### src/tcs_pkg.sv
// package: register map, field layout and codes of the connection status block
package tcs_pkg;
  // ----------------------------------------
  // register offsets and reset values
  // ----------------------------------------
  localparam logic [7:0] OFS_CONN_STATUS = 8'h08;
  localparam logic [7:0] OFS_CSR = 8'h09;
  localparam logic [7:0] OFS_GEN_CTRL = 8'h0A;
  localparam logic [7:0] CSR_RST = 8'h20;
  localparam logic [7:0] PTR_RST = 8'h00;
  localparam logic [7:0] RD_ZERO = 8'h00;
  // ----------------------------------------
  // field positions
  // ----------------------------------------
  localparam int CS_ACC_HI = 3;
  localparam int CS_ACC_LO = 1;
  localparam int CS_CABLE = 0;
  localparam int CSR_ATT_HI = 7;
  localparam int CSR_ATT_LO = 6;
  localparam int CSR_DIR = 5;
  localparam int CSR_INT = 4;
  localparam int CSR_FLT = 3;
  localparam int CSR_DUTY_HI = 2;
  localparam int CSR_DUTY_LO = 1;
  localparam int CSR_SNK_ACC = 0;
  localparam int GEN_SRST = 3;
  // ----------------------------------------
  // field codes and resets
  // ----------------------------------------
  localparam logic [2:0] ACC_NONE = 3'h0;
  localparam logic [2:0] ACC_AUDIO = 3'h4;
  localparam logic [2:0] ACC_AUDIO_CT = 3'h5;
  localparam logic [2:0] ACC_DBG_SRC = 3'h6;
  localparam logic [2:0] ACC_DBG_SNK = 3'h7;
  localparam logic [1:0] ATT_NONE = 2'h0;
  localparam logic [1:0] DUTY_RST = 2'h0;
  localparam logic DIR_RST = 1'b1;
  localparam logic [6:0] I2C_ADDR_DFLT = 7'h47;
  localparam logic [3:0] BITS_PER_BYTE = 4'h8;
  typedef enum logic [2:0] {ST_IDLE, ST_RX, ST_ACK, ST_TX, ST_RACK} tcs_state_t;
  typedef enum logic [1:0] {K_ADDR, K_SUB, K_DATA} tcs_kind_t;
endpackage : tcs_pkg

### src/tcs_reg_if.sv
// interface: byte access path from the serial target to the register bank
`timescale 1ns/10ps
interface tcs_reg_if;
  logic wr_stb;
  logic [7:0] addr;
  logic [7:0] wdata;
  logic [7:0] rdata;
  modport master (output wr_stb, output addr, output wdata, input rdata);
  modport target (input wr_stb, input addr, input wdata, output rdata);
endinterface : tcs_reg_if

### src/tcs_i2c_target.sv
// module: serial two-wire target engine with auto-incrementing byte pointer
`timescale 1ns/10ps
module tcs_i2c_target #(
  parameter logic [6:0] DEV_ADDR = tcs_pkg::I2C_ADDR_DFLT
) (
  input wire logic clk,
  input wire logic nrst,
  input wire logic scl_s,
  input wire logic scl_d,
  input wire logic sda_s,
  input wire logic sda_d,
  output logic sda_oe,
  tcs_reg_if.master bus
);
  tcs_pkg::tcs_state_t st_r, st_nxt;
  tcs_pkg::tcs_kind_t kind_r, kind_nxt;
  logic [3:0] cnt_r, cnt_nxt;
  logic [7:0] sh_r, sh_nxt;
  logic [7:0] ptr_r, ptr_nxt;
  logic rw_r, rw_nxt;
  logic oe_r, oe_nxt;
  logic wr_r, wr_nxt;
  logic rise, fall, start, stop;

  assign rise = scl_s & ~scl_d;
  assign fall = ~scl_s & scl_d;
  assign start = scl_s & scl_d & sda_d & ~sda_s;
  assign stop = scl_s & scl_d & ~sda_d & sda_s;
  assign sda_oe = oe_r;
  assign bus.wr_stb = wr_r;
  assign bus.addr = ptr_r;
  assign bus.wdata = sh_r;

  // ----------------------------------------
  // byte sequencer
  // ----------------------------------------
  always_comb begin
    st_nxt = st_r;
    kind_nxt = kind_r;
    cnt_nxt = cnt_r;
    sh_nxt = sh_r;
    ptr_nxt = ptr_r;
    rw_nxt = rw_r;
    oe_nxt = oe_r;
    wr_nxt = 1'b0;
    if (start) begin
      st_nxt = tcs_pkg::ST_RX;
      kind_nxt = tcs_pkg::K_ADDR;
      cnt_nxt = 4'h0;
      oe_nxt = 1'b0;
    end else if (stop) begin
      st_nxt = tcs_pkg::ST_IDLE;
      oe_nxt = 1'b0;
    end else begin
      case (st_r)
        tcs_pkg::ST_RX: begin
          if (rise) begin
            sh_nxt = {sh_r[6:0], sda_s};
            cnt_nxt = cnt_r + 4'h1;
          end
          if (fall && cnt_r == tcs_pkg::BITS_PER_BYTE) begin
            st_nxt = tcs_pkg::ST_ACK;
            oe_nxt = 1'b1;
            if (kind_r == tcs_pkg::K_ADDR) begin
              rw_nxt = sh_r[0];
              if (sh_r[7:1] != DEV_ADDR) begin
                st_nxt = tcs_pkg::ST_IDLE;
                oe_nxt = 1'b0;
              end
            end else if (kind_r == tcs_pkg::K_SUB) begin
              ptr_nxt = sh_r;
            end else begin
              wr_nxt = 1'b1;
            end
          end
        end
        tcs_pkg::ST_ACK: begin
          if (fall) begin
            cnt_nxt = 4'h0;
            if (kind_r == tcs_pkg::K_ADDR && rw_r) begin
              st_nxt = tcs_pkg::ST_TX;
              sh_nxt = bus.rdata;
              oe_nxt = ~bus.rdata[7];
            end else begin
              st_nxt = tcs_pkg::ST_RX;
              oe_nxt = 1'b0;
              if (kind_r == tcs_pkg::K_DATA) begin
                ptr_nxt = ptr_r + 8'h01;
              end
            end
            kind_nxt = (kind_r == tcs_pkg::K_ADDR && !rw_r) ? tcs_pkg::K_SUB : tcs_pkg::K_DATA;
          end
        end
        tcs_pkg::ST_TX: begin
          if (fall) begin
            if (cnt_r == 4'h7) begin
              st_nxt = tcs_pkg::ST_RACK;
              oe_nxt = 1'b0;
              ptr_nxt = ptr_r + 8'h01;
            end else begin
              sh_nxt = {sh_r[6:0], 1'b0};
              cnt_nxt = cnt_r + 4'h1;
              oe_nxt = ~sh_r[6];
            end
          end
        end
        tcs_pkg::ST_RACK: begin
          if (rise && sda_s) begin
            st_nxt = tcs_pkg::ST_IDLE;
          end else if (fall) begin
            st_nxt = tcs_pkg::ST_TX;
            sh_nxt = bus.rdata;
            oe_nxt = ~bus.rdata[7];
            cnt_nxt = 4'h0;
          end
        end
        default: begin
          oe_nxt = 1'b0;
        end
      endcase
    end
  end

  always_ff @(posedge clk or negedge nrst) begin
    if (!nrst) begin
      st_r <= tcs_pkg::ST_IDLE;
      kind_r <= tcs_pkg::K_ADDR;
      cnt_r <= 4'h0;
      sh_r <= 8'h00;
      ptr_r <= tcs_pkg::PTR_RST;
      rw_r <= 1'b0;
      oe_r <= 1'b0;
      wr_r <= 1'b0;
    end else begin
      st_r <= st_nxt;
      kind_r <= kind_nxt;
      cnt_r <= cnt_nxt;
      sh_r <= sh_nxt;
      ptr_r <= ptr_nxt;
      rw_r <= rw_nxt;
      oe_r <= oe_nxt;
      wr_r <= wr_nxt;
    end
  end

  a_ptr_after_read: assert property (@(posedge clk) disable iff (!nrst)
    (st_r == tcs_pkg::ST_TX && fall && cnt_r == 4'h7 && !start && !stop)
      |=> ptr_r == $past(ptr_r) + 8'h01)
    else $error("pointer did not advance after a read byte");
  a_ack_held: assert property (@(posedge clk) disable iff (!nrst)
    (st_r == tcs_pkg::ST_ACK) |-> oe_r)
    else $error("acknowledge slot not driven low");
endmodule : tcs_i2c_target

### src/tcs_conn_status_csr.sv
// module: connection status and control registers behind a two-wire target port
//
// Functional notes
// bits 3..1 of connection status give the accessory: 000 none, 100 audio, 101 audio charge-through, 110 debug as source, 111 debug as sink, 001..011 reserved.
// bit 0 of connection status resets to 0 and shows an active cable is plugged in.
// bits 7..6 of the control/status register give attach: 00 none, 01 source, 10 sink, 11 accessory.
// bit 5 gives cable orientation, 0 first channel pin, 1 second, reset value 1.
// the active-low interrupt pin goes low whenever a register value changes.
// bit 4 is set on any register change, reads 1 only while the pin is low, and holds until the host clears it; it reads 0 while bit 3 alone holds the pin
// bit 3 resets to 0 and is set with the interrupt pin on a cable power overcurrent trip, cleared by the host.
// bits 2..1 are host-writable and pick the source share of the toggle period, 30/40/50/60 percent, reset 00.
// bit 0 is host-writable, resets to 0, and when 1 stops accessory recognition as sink.
// the control/status register lives at 0x09 and resets to 0x20.
// writing 1 to the self-clearing soft reset bit resets the status fields of the logic.
// reads start at 00h, at the last read plus one, or at a written sub-address, then step by one byte.
// the interrupt pin returns high once both flags are cleared and no change is pending.
`timescale 1ns/10ps
module tcs_conn_status_csr #(
  parameter logic [6:0] DEV_ADDR = tcs_pkg::I2C_ADDR_DFLT
) (
  input wire logic clk,
  input wire logic nrst,
  input wire logic scl_i,
  input wire logic sda_i,
  output logic sda_o,
  output logic sda_oe,
  input wire logic [2:0] accessory_in,
  input wire logic active_cable_in,
  input wire logic [1:0] attach_in,
  input wire logic orient_in,
  input wire logic cable_power_overcurrent,
  output logic int_n,
  output logic [1:0] toggle_source_share,
  output logic sink_accessory_off,
  output logic soft_reset_out
);
  tcs_reg_if bus ();

  // ----------------------------------------
  // pin synchronisers
  // ----------------------------------------
  logic [2:0] scl_sy_r, scl_sy_nxt;
  logic [2:0] sda_sy_r, sda_sy_nxt;
  logic sda_oe_int;
  logic oe_r, oe_nxt;

  always_comb begin
    scl_sy_nxt = {scl_sy_r[1:0], scl_i};
    sda_sy_nxt = {sda_sy_r[1:0], sda_i};
    oe_nxt = sda_oe_int;
  end

  // idle bus is high, so sync stages reset high to avoid a false start
  always_ff @(posedge clk or negedge nrst) begin
    if (!nrst) begin
      scl_sy_r <= 3'h7;
      sda_sy_r <= 3'h7;
      oe_r <= 1'b0;
    end else begin
      scl_sy_r <= scl_sy_nxt;
      sda_sy_r <= sda_sy_nxt;
      oe_r <= oe_nxt;
    end
  end

  assign sda_o = 1'b0;
  assign sda_oe = oe_r;

  tcs_i2c_target #(.DEV_ADDR(DEV_ADDR)) u_target (
    .clk(clk),
    .nrst(nrst),
    .scl_s(scl_sy_r[1]),
    .scl_d(scl_sy_r[2]),
    .sda_s(sda_sy_r[1]),
    .sda_d(sda_sy_r[2]),
    .sda_oe(sda_oe_int),
    .bus(bus.master)
  );

  // ----------------------------------------
  // register state
  // ----------------------------------------
  logic [2:0] acc_r, acc_nxt;
  logic cable_r, cable_nxt;
  logic [1:0] att_r, att_nxt;
  logic dir_r, dir_nxt;
  logic int_r, int_nxt;
  logic flt_r, flt_nxt;
  logic [1:0] duty_r, duty_nxt;
  logic snk_r, snk_nxt;
  logic srst_r, srst_nxt;
  logic int_n_r, int_n_nxt;
  logic wr_csr, wr_gen, chg;
  logic [2:0] acc_eff;

  assign wr_csr = bus.wr_stb && bus.addr == tcs_pkg::OFS_CSR;
  assign wr_gen = bus.wr_stb && bus.addr == tcs_pkg::OFS_GEN_CTRL;

  always_comb begin
    acc_eff = accessory_in;
    if (accessory_in != tcs_pkg::ACC_AUDIO && accessory_in != tcs_pkg::ACC_AUDIO_CT
        && accessory_in != tcs_pkg::ACC_DBG_SRC && accessory_in != tcs_pkg::ACC_DBG_SNK) begin
      acc_eff = tcs_pkg::ACC_NONE;
    end else if (snk_r && accessory_in == tcs_pkg::ACC_DBG_SNK) begin
      acc_eff = tcs_pkg::ACC_NONE;
    end
    duty_nxt = duty_r;
    snk_nxt = snk_r;
    if (wr_csr) begin
      duty_nxt = bus.wdata[tcs_pkg::CSR_DUTY_HI:tcs_pkg::CSR_DUTY_LO];
      snk_nxt = bus.wdata[tcs_pkg::CSR_SNK_ACC];
    end
    srst_nxt = wr_gen && bus.wdata[tcs_pkg::GEN_SRST];
    if (srst_r) begin
      acc_nxt = tcs_pkg::ACC_NONE;
      cable_nxt = 1'b0;
      att_nxt = tcs_pkg::ATT_NONE;
      dir_nxt = tcs_pkg::DIR_RST;
    end else begin
      acc_nxt = acc_eff;
      cable_nxt = active_cable_in;
      att_nxt = attach_in;
      dir_nxt = orient_in;
    end
    chg = {acc_nxt, cable_nxt, att_nxt, dir_nxt, duty_nxt, snk_nxt}
      != {acc_r, cable_r, att_r, dir_r, duty_r, snk_r} || cable_power_overcurrent;
    // set beats a simultaneous host clear so no event is lost
    int_nxt = chg || (int_r && !(wr_csr && bus.wdata[tcs_pkg::CSR_INT]));
    flt_nxt = cable_power_overcurrent
      || (flt_r && !(wr_csr && bus.wdata[tcs_pkg::CSR_FLT]));
    int_n_nxt = !(int_nxt || flt_nxt); // see R5
  end

  always_ff @(posedge clk or negedge nrst) begin
    if (!nrst) begin
      acc_r <= tcs_pkg::ACC_NONE;
      cable_r <= 1'b0;
      att_r <= tcs_pkg::ATT_NONE;
      dir_r <= tcs_pkg::DIR_RST;
      int_r <= 1'b0;
      flt_r <= 1'b0;
      duty_r <= tcs_pkg::DUTY_RST;
      snk_r <= 1'b0;
      srst_r <= 1'b0;
      int_n_r <= 1'b1;
    end else begin
      acc_r <= acc_nxt;
      cable_r <= cable_nxt;
      att_r <= att_nxt;
      dir_r <= dir_nxt;
      int_r <= int_nxt;
      flt_r <= flt_nxt;
      duty_r <= duty_nxt;
      snk_r <= snk_nxt;
      srst_r <= srst_nxt;
      int_n_r <= int_n_nxt;
    end
  end

  // ----------------------------------------
  // read mux and outputs
  // ----------------------------------------
  always_comb begin
    if (bus.addr == tcs_pkg::OFS_CONN_STATUS) begin
      bus.rdata = {4'h0, acc_r, cable_r};
    end else if (bus.addr == tcs_pkg::OFS_CSR) begin
      bus.rdata = {att_r, dir_r, int_r, flt_r, duty_r, snk_r};
    end else if (bus.addr == tcs_pkg::OFS_GEN_CTRL) begin
      bus.rdata = {4'h0, srst_r, 3'h0};
    end else begin
      bus.rdata = tcs_pkg::RD_ZERO;
    end
  end

  assign int_n = int_n_r;
  assign toggle_source_share = duty_r;
  assign sink_accessory_off = snk_r;
  assign soft_reset_out = srst_r;

  // ----------------------------------------
  // checks
  // ----------------------------------------
  a_int_pin_status: assert property (@(posedge clk) disable iff (!nrst)
    int_r |-> !int_n)
    else $error("interrupt status set while pin is high");
  a_int_on_change: assert property (@(posedge clk) disable iff (!nrst)
    ($changed(att_r) || $changed(dir_r) || $changed(cable_r)) |-> int_r && !int_n)
    else $error("status change did not raise interrupt");
  a_fault_sets: assert property (@(posedge clk) disable iff (!nrst)
    cable_power_overcurrent |=> flt_r && !int_n)
    else $error("overcurrent did not set fault");
  a_int_sticky: assert property (@(posedge clk) disable iff (!nrst)
    (int_r && !(wr_csr && bus.wdata[tcs_pkg::CSR_INT])) |=> int_r)
    else $error("interrupt status dropped without clear");
  a_pin_release: assert property (@(posedge clk) disable iff (!nrst)
    (!int_r && !flt_r) |-> int_n)
    else $error("interrupt pin low with both flags clear");
  a_duty_write: assert property (@(posedge clk) disable iff (!nrst)
    wr_csr |=> toggle_source_share == $past(bus.wdata[2:1]))
    else $error("toggle share not written");
  a_srst_pulse: assert property (@(posedge clk) disable iff (!nrst)
    srst_r |=> !srst_r && dir_r == tcs_pkg::DIR_RST && att_r == tcs_pkg::ATT_NONE)
    else $error("soft reset not self-clearing or status not reset");
  a_acc_legal: assert property (@(posedge clk) disable iff (!nrst)
    acc_r == tcs_pkg::ACC_NONE || acc_r[2])
    else $error("reserved accessory code reported");
  a_snk_acc_off: assert property (@(posedge clk) disable iff (!nrst)
    (snk_r && !srst_r) |=> acc_r != tcs_pkg::ACC_DBG_SNK || !$past(snk_r))
    else $error("sink accessory shown while disabled");
endmodule : tcs_conn_status_csr

### config.mk
export PLATFORM = sky130hd
export DESIGN_NAME = tcs_conn_status_csr
export DESIGN_NICKNAME = d
export VERILOG_FILES = /design/src/tcs_pkg.sv /design/src/tcs_reg_if.sv /design/src/tcs_i2c_target.sv /design/src/tcs_conn_status_csr.sv
export SDC_FILE = /design/constraint.sdc
export NUM_CORES = 1
export LEC_CHECK = 0
export BUFFER_PORTS_ARGS = -buffer_cell sky130_fd_sc_hd__buf_2
export CORE_MARGIN = 2
export CORE_UTILIZATION = 60
export CTS_CLUSTER_DIAMETER = 40
export DETAILED_ROUTE_END_ITERATION = 16
export HOLD_SLACK_MARGIN = 0.05
export PLACE_DENSITY = 0.79
export SYNTH_ARGS = -nofsm -noshare
export SYNTH_HDL_FRONTEND = slang
export SYNTH_SLANG_ARGS = --single-unit
export TNS_END_PERCENT = 100
### constraint.sdc
create_clock -name clk -period 2.8 [get_ports clk]
set_clock_uncertainty 0.15 [all_clocks]
set_input_delay 0.42 -clock clk [delete_from_list [all_inputs] [get_ports clk]]
set_output_delay 0.42 -clock clk [all_outputs]
set_load 0.02 [all_outputs]
==> results.py <==
metrics = {
    "clocking": {
        "numCtsBuffers": 5,
        "root_buffer": "clkbuf_8",
        "clock_sink_count": 49,
        "htree_levels": 2,
        "clk_latency_ns": 0.31,
        "cts_tree": "yes",
        "postCtsSetupBuffers": 0,
        "cts_resized": 0,
        "clk_pin_slew_worst_paths_ns": 0.09,
        "postCtsHoldBufs": 1,
        "clock_path_buffers": 2,
    },
    "power_and_ir_drop": {
        "clockPowerShare_pct": 35.7,
        "p_leak_uw": 0.00132,
        "p_sw_share_pct": 25.1,
        "peakVddDrop_mv": 0.317,
        "p_sw_uw": 370,
        "seqPwrFrac_pct": 53.6,
        "p_per_area_nw_per_um2": 478,
        "p_total_uw": 1470,
        "p_comb_share_pct": 10.7,
        "p_int_uw": 1100,
    },
    "yosys": {
        "synth_top_area_cell": "dfrtp_1",
        "synth_seq_area_share_pct": 43.6,
        "synth_area_leaders": "dfrtp_1 (36%), dfstp_2 (7.4%), nand3_1 (3.5%), nand2_1 (3.4%), o21ai_0 (2.8%)",
        "synth_flop_cell": "dfrtp_1",
        "synth.avg_cell_area_um2": 9.42,
        "syn_nets": 319,
        "synth_area_um2": 2840,
        "ys_types": 60,
        "synth_edf_count": 0,
        "synth-seq-cells": 49,
        "yosysWarnings": 0,
        "ys_async_sr_fraction_pct": 100,
        "syn-instance-count": 301,
        "yosysTopAreaCellShare_pct": 36.2,
    },
    "finish": {
        "drive_gt1_share_pct": 16.7,
        "antenna_cells": 0,
        "area_delta_synth_final_pct": 8.87,
        "stdcell_area_um2": 3090,
        "final_nets": 335,
    },
    "route": {
        "vias": 2374,
        "wl_per_cell_um": 16.4,
        "drc": 0,
        "ant_nets": 0,
        "vias_per_cell": 6.38,
        "routed_wl_um": 6080,
        "first_iter_violations": 187,
        "firstDrtPassIters": 5,
    },
    "grt": {
        "grt.total_usage_pct": 25.3,
        "grt_max_degree": 32,
        "grt_pass1_wl_um": 10400,
        "grt_overflow_total": 0,
        "antenna_found_initial": 0,
        "first_global_vias": 2194,
    },
    "place": {
        "dpl.hpwl_um": 4350,
        "port_buffers": 17,
        "routabilityCongestion": 0.936,
        "place_area_um2": 2940,
    },
    "critical_path": {
        "end_kind": "flop",
        "required_ns": 2.85,
        "crit_buf_inv": 0,
        "worst-path-max-fanout": 14,
        "cpPeakStageDelay_ns": 0.64,
        "cp_top_family": "simple AND/OR/NAND/NOR gates",
        "cp_slowest_cell": "or3b_2",
        "worstPathCellList": "or3b_2 -> a31o_2 -> a21oi_4 -> mux2_4",
        "arrival_ns": 2.45,
        "worstSetupStartpointType": "flop",
        "crit_type": "flop to flop",
    },
    "timing": {
        "min_period_over_period_pct": 86.0,
        "worst_pin_slew_ns": 0.516,
        "slew_viol_final": 0,
        "finalHoldViolCount": 0,
        "max_freq_mhz": 415,
        "rsz0062_at_grt": "no",
        "fin_crit_ns": 2.41,
        "fin_tns_setup_ns": 0,
        "final-setup-viol-count": 0,
        "max_slew_margin_pct": 65.6,
    },
    "die": {
        "ios": 19,
        "fp-row-count": 25,
        "core_um2": 4630,
        "chipWidth_um": 72.8,
        "die_h_um": 72.8,
        "dieArea_um2": 5290,
        "start_util_pct": 61.3,
    },
    "min_path": {
        "hold_path_class": "primary input to flop",
    },
    "run_status": {
        "outcome": "completed",
    },
    "run": {
        "drv_cap": 0,
    },
}
==> cells in the mapped netlist, types with 2 or more instances <==
cell       count
a21oi_1       15
xor2_1         5
dfstp_2        8
ha_1           6
o32ai_1        3
a32oi_1        2
mux2_4         4
buf_2          5
and3_1         3
o41ai_1        2
dfrtp_1       41
mux2_2         2
o31ai_1        6
nand2b_1       8
a31oi_1        8
mux2i_1        5
nand3b_1       5
xnor2_1        2
mux2_1         2
o21ai_0       16
or2_2          4
o21a_1         2
and3b_1        2
nor3_1         3
nand4_1        4
a21o_1         2
clkbuf_1       7
o22ai_1        5
nand3_1       20
or4_4          2
inv_1         20
a211oi_1       2
nor2_1        16
a22o_1         2
a31o_2         2
nor2b_1        7
nand2_1       26
o2111ai_1      2
a22oi_1        4
==> cells in the final DEF, fill, tap and decap left out, types with 6 or more instances in the layout <==
cell	n
dfrtp_1	41
a21oi_1	15
nor2b_1	7
inv_1	20
dfstp_2	8
a31oi_1	8
o21ai_0	16
clkbuf_8	6
nor2_1	16
ha_1	6
nand2_1	26
nand3_1	20
nand2b_1	8
o31ai_1	6
buf_2	17
==> sequential cells by signal (all words and copies together), names as in the netlist, 2 cells and up <==
signal               cells
acc_r                    3
att_r                    2
scl_sy_r                 3
sda_sy_r                 3
toggle_source_share      2
u_target.bus.addr        8
u_target.bus.wdata       8
u_target.cnt_r           4
u_target.kind_r          2
u_target.st_r            3
==> power groups by stage <==
stage / Combinational, uW / Sequential [uW] / Clock [uW]
final: 158 / 791 / 526
after global routing: 181 / 796 / 557
after global placement: 152 / 802 / 0
after detailed placement: 154 / 804 / 0
after CTS: 157 / 790 / 534
after floorplan: 111 / 784 / 0
==> per-layer routing <==
metal / track usage, % / part of all wire [%] / wire, um / vias to the layer above
li1: - / - / - / 1123
met1: 38.4 / 48 / 2920 / 1157
met2: 37.7 / 46 / 2770 / 84
met3: 3.87 / 4.9 / 297 / 10
met4: 7.41 / 1.5 / 93 / 0
met5: 0 / 0 / 0 / -
==> cell families (layout without fill, tap and decap cells) <==
logic type,count (synthesis),after routing,share of synthesized area (%)
xor gates and xnor gates,7,7,2.16
buffers and inverters,34,51,5.12
other,1,1,0.132
and+or+nand+nor,110,110,21.6
AOI/OAI and AO/OA,81,81,19.3
adders and majority gates,6,6,2.65
DFF,49,49,43.6
muxes,13,13,5.47
==> final timing paths <==
path / to / from / slack, ns / cells past startpoint
setup reg to reg: u_target.bus.wdata[2]$_DFFE_PN0P_ / u_target.st_r[1]$_DFFE_PN0P_ / 0.39 / 4
setup / recovery: u_target.bus.wdata[2]$_DFFE_PN0P_ / u_target.st_r[1]$_DFFE_PN0P_ / 0.39 / 4
max in group asynchronous: int_n$_DFF_PN1_ / nrst / 1.32 / 3
hold reg to reg: sda_sy_r[1]$_DFF_PN1_ / sda_sy_r[0]$_DFF_PN1_ / 0.21 / 0
min in group asynchronous: sda_oe$_DFF_PN0_ / nrst / 0.41 / 2
hold / removal: dir_r$_DFF_PN1_ / orient_in / 0.18 / 2
==> metrics by stage <==
| stage | hold WS, ns | instances | utilization [%] | setup WS [ns] |
|---|---|---|---|---|
| 4_1_cts | 0.0523 | 370 | 66.3 | 0.416 |
| 6_report | 0.176 | 372 | 66.7 | 0.391 |
| 3_5_place_dp | 0.199 | 361 | 63.5 | 0.436 |
| 2_1_floorplan | -0.0256 | 301 | - | 0.616 |
| 5_1_grt | 0.183 | 372 | 66.7 | 0.304 |
| 3_3_place_gp | 0.195 | 361 | 63.5 | 0.484 |
==> area by class of cell <==
type,instances,area [um2]
inverter,20,75.1
multi-input combinational,218,1460
timing repair buffer,23,138
fill,376,1540
sequential,49,1240
clock buffer,7,86.3
clock inverter,1,30.0
tap,54,67.6
Note: power is estimated with default switching activity, not from simulation.
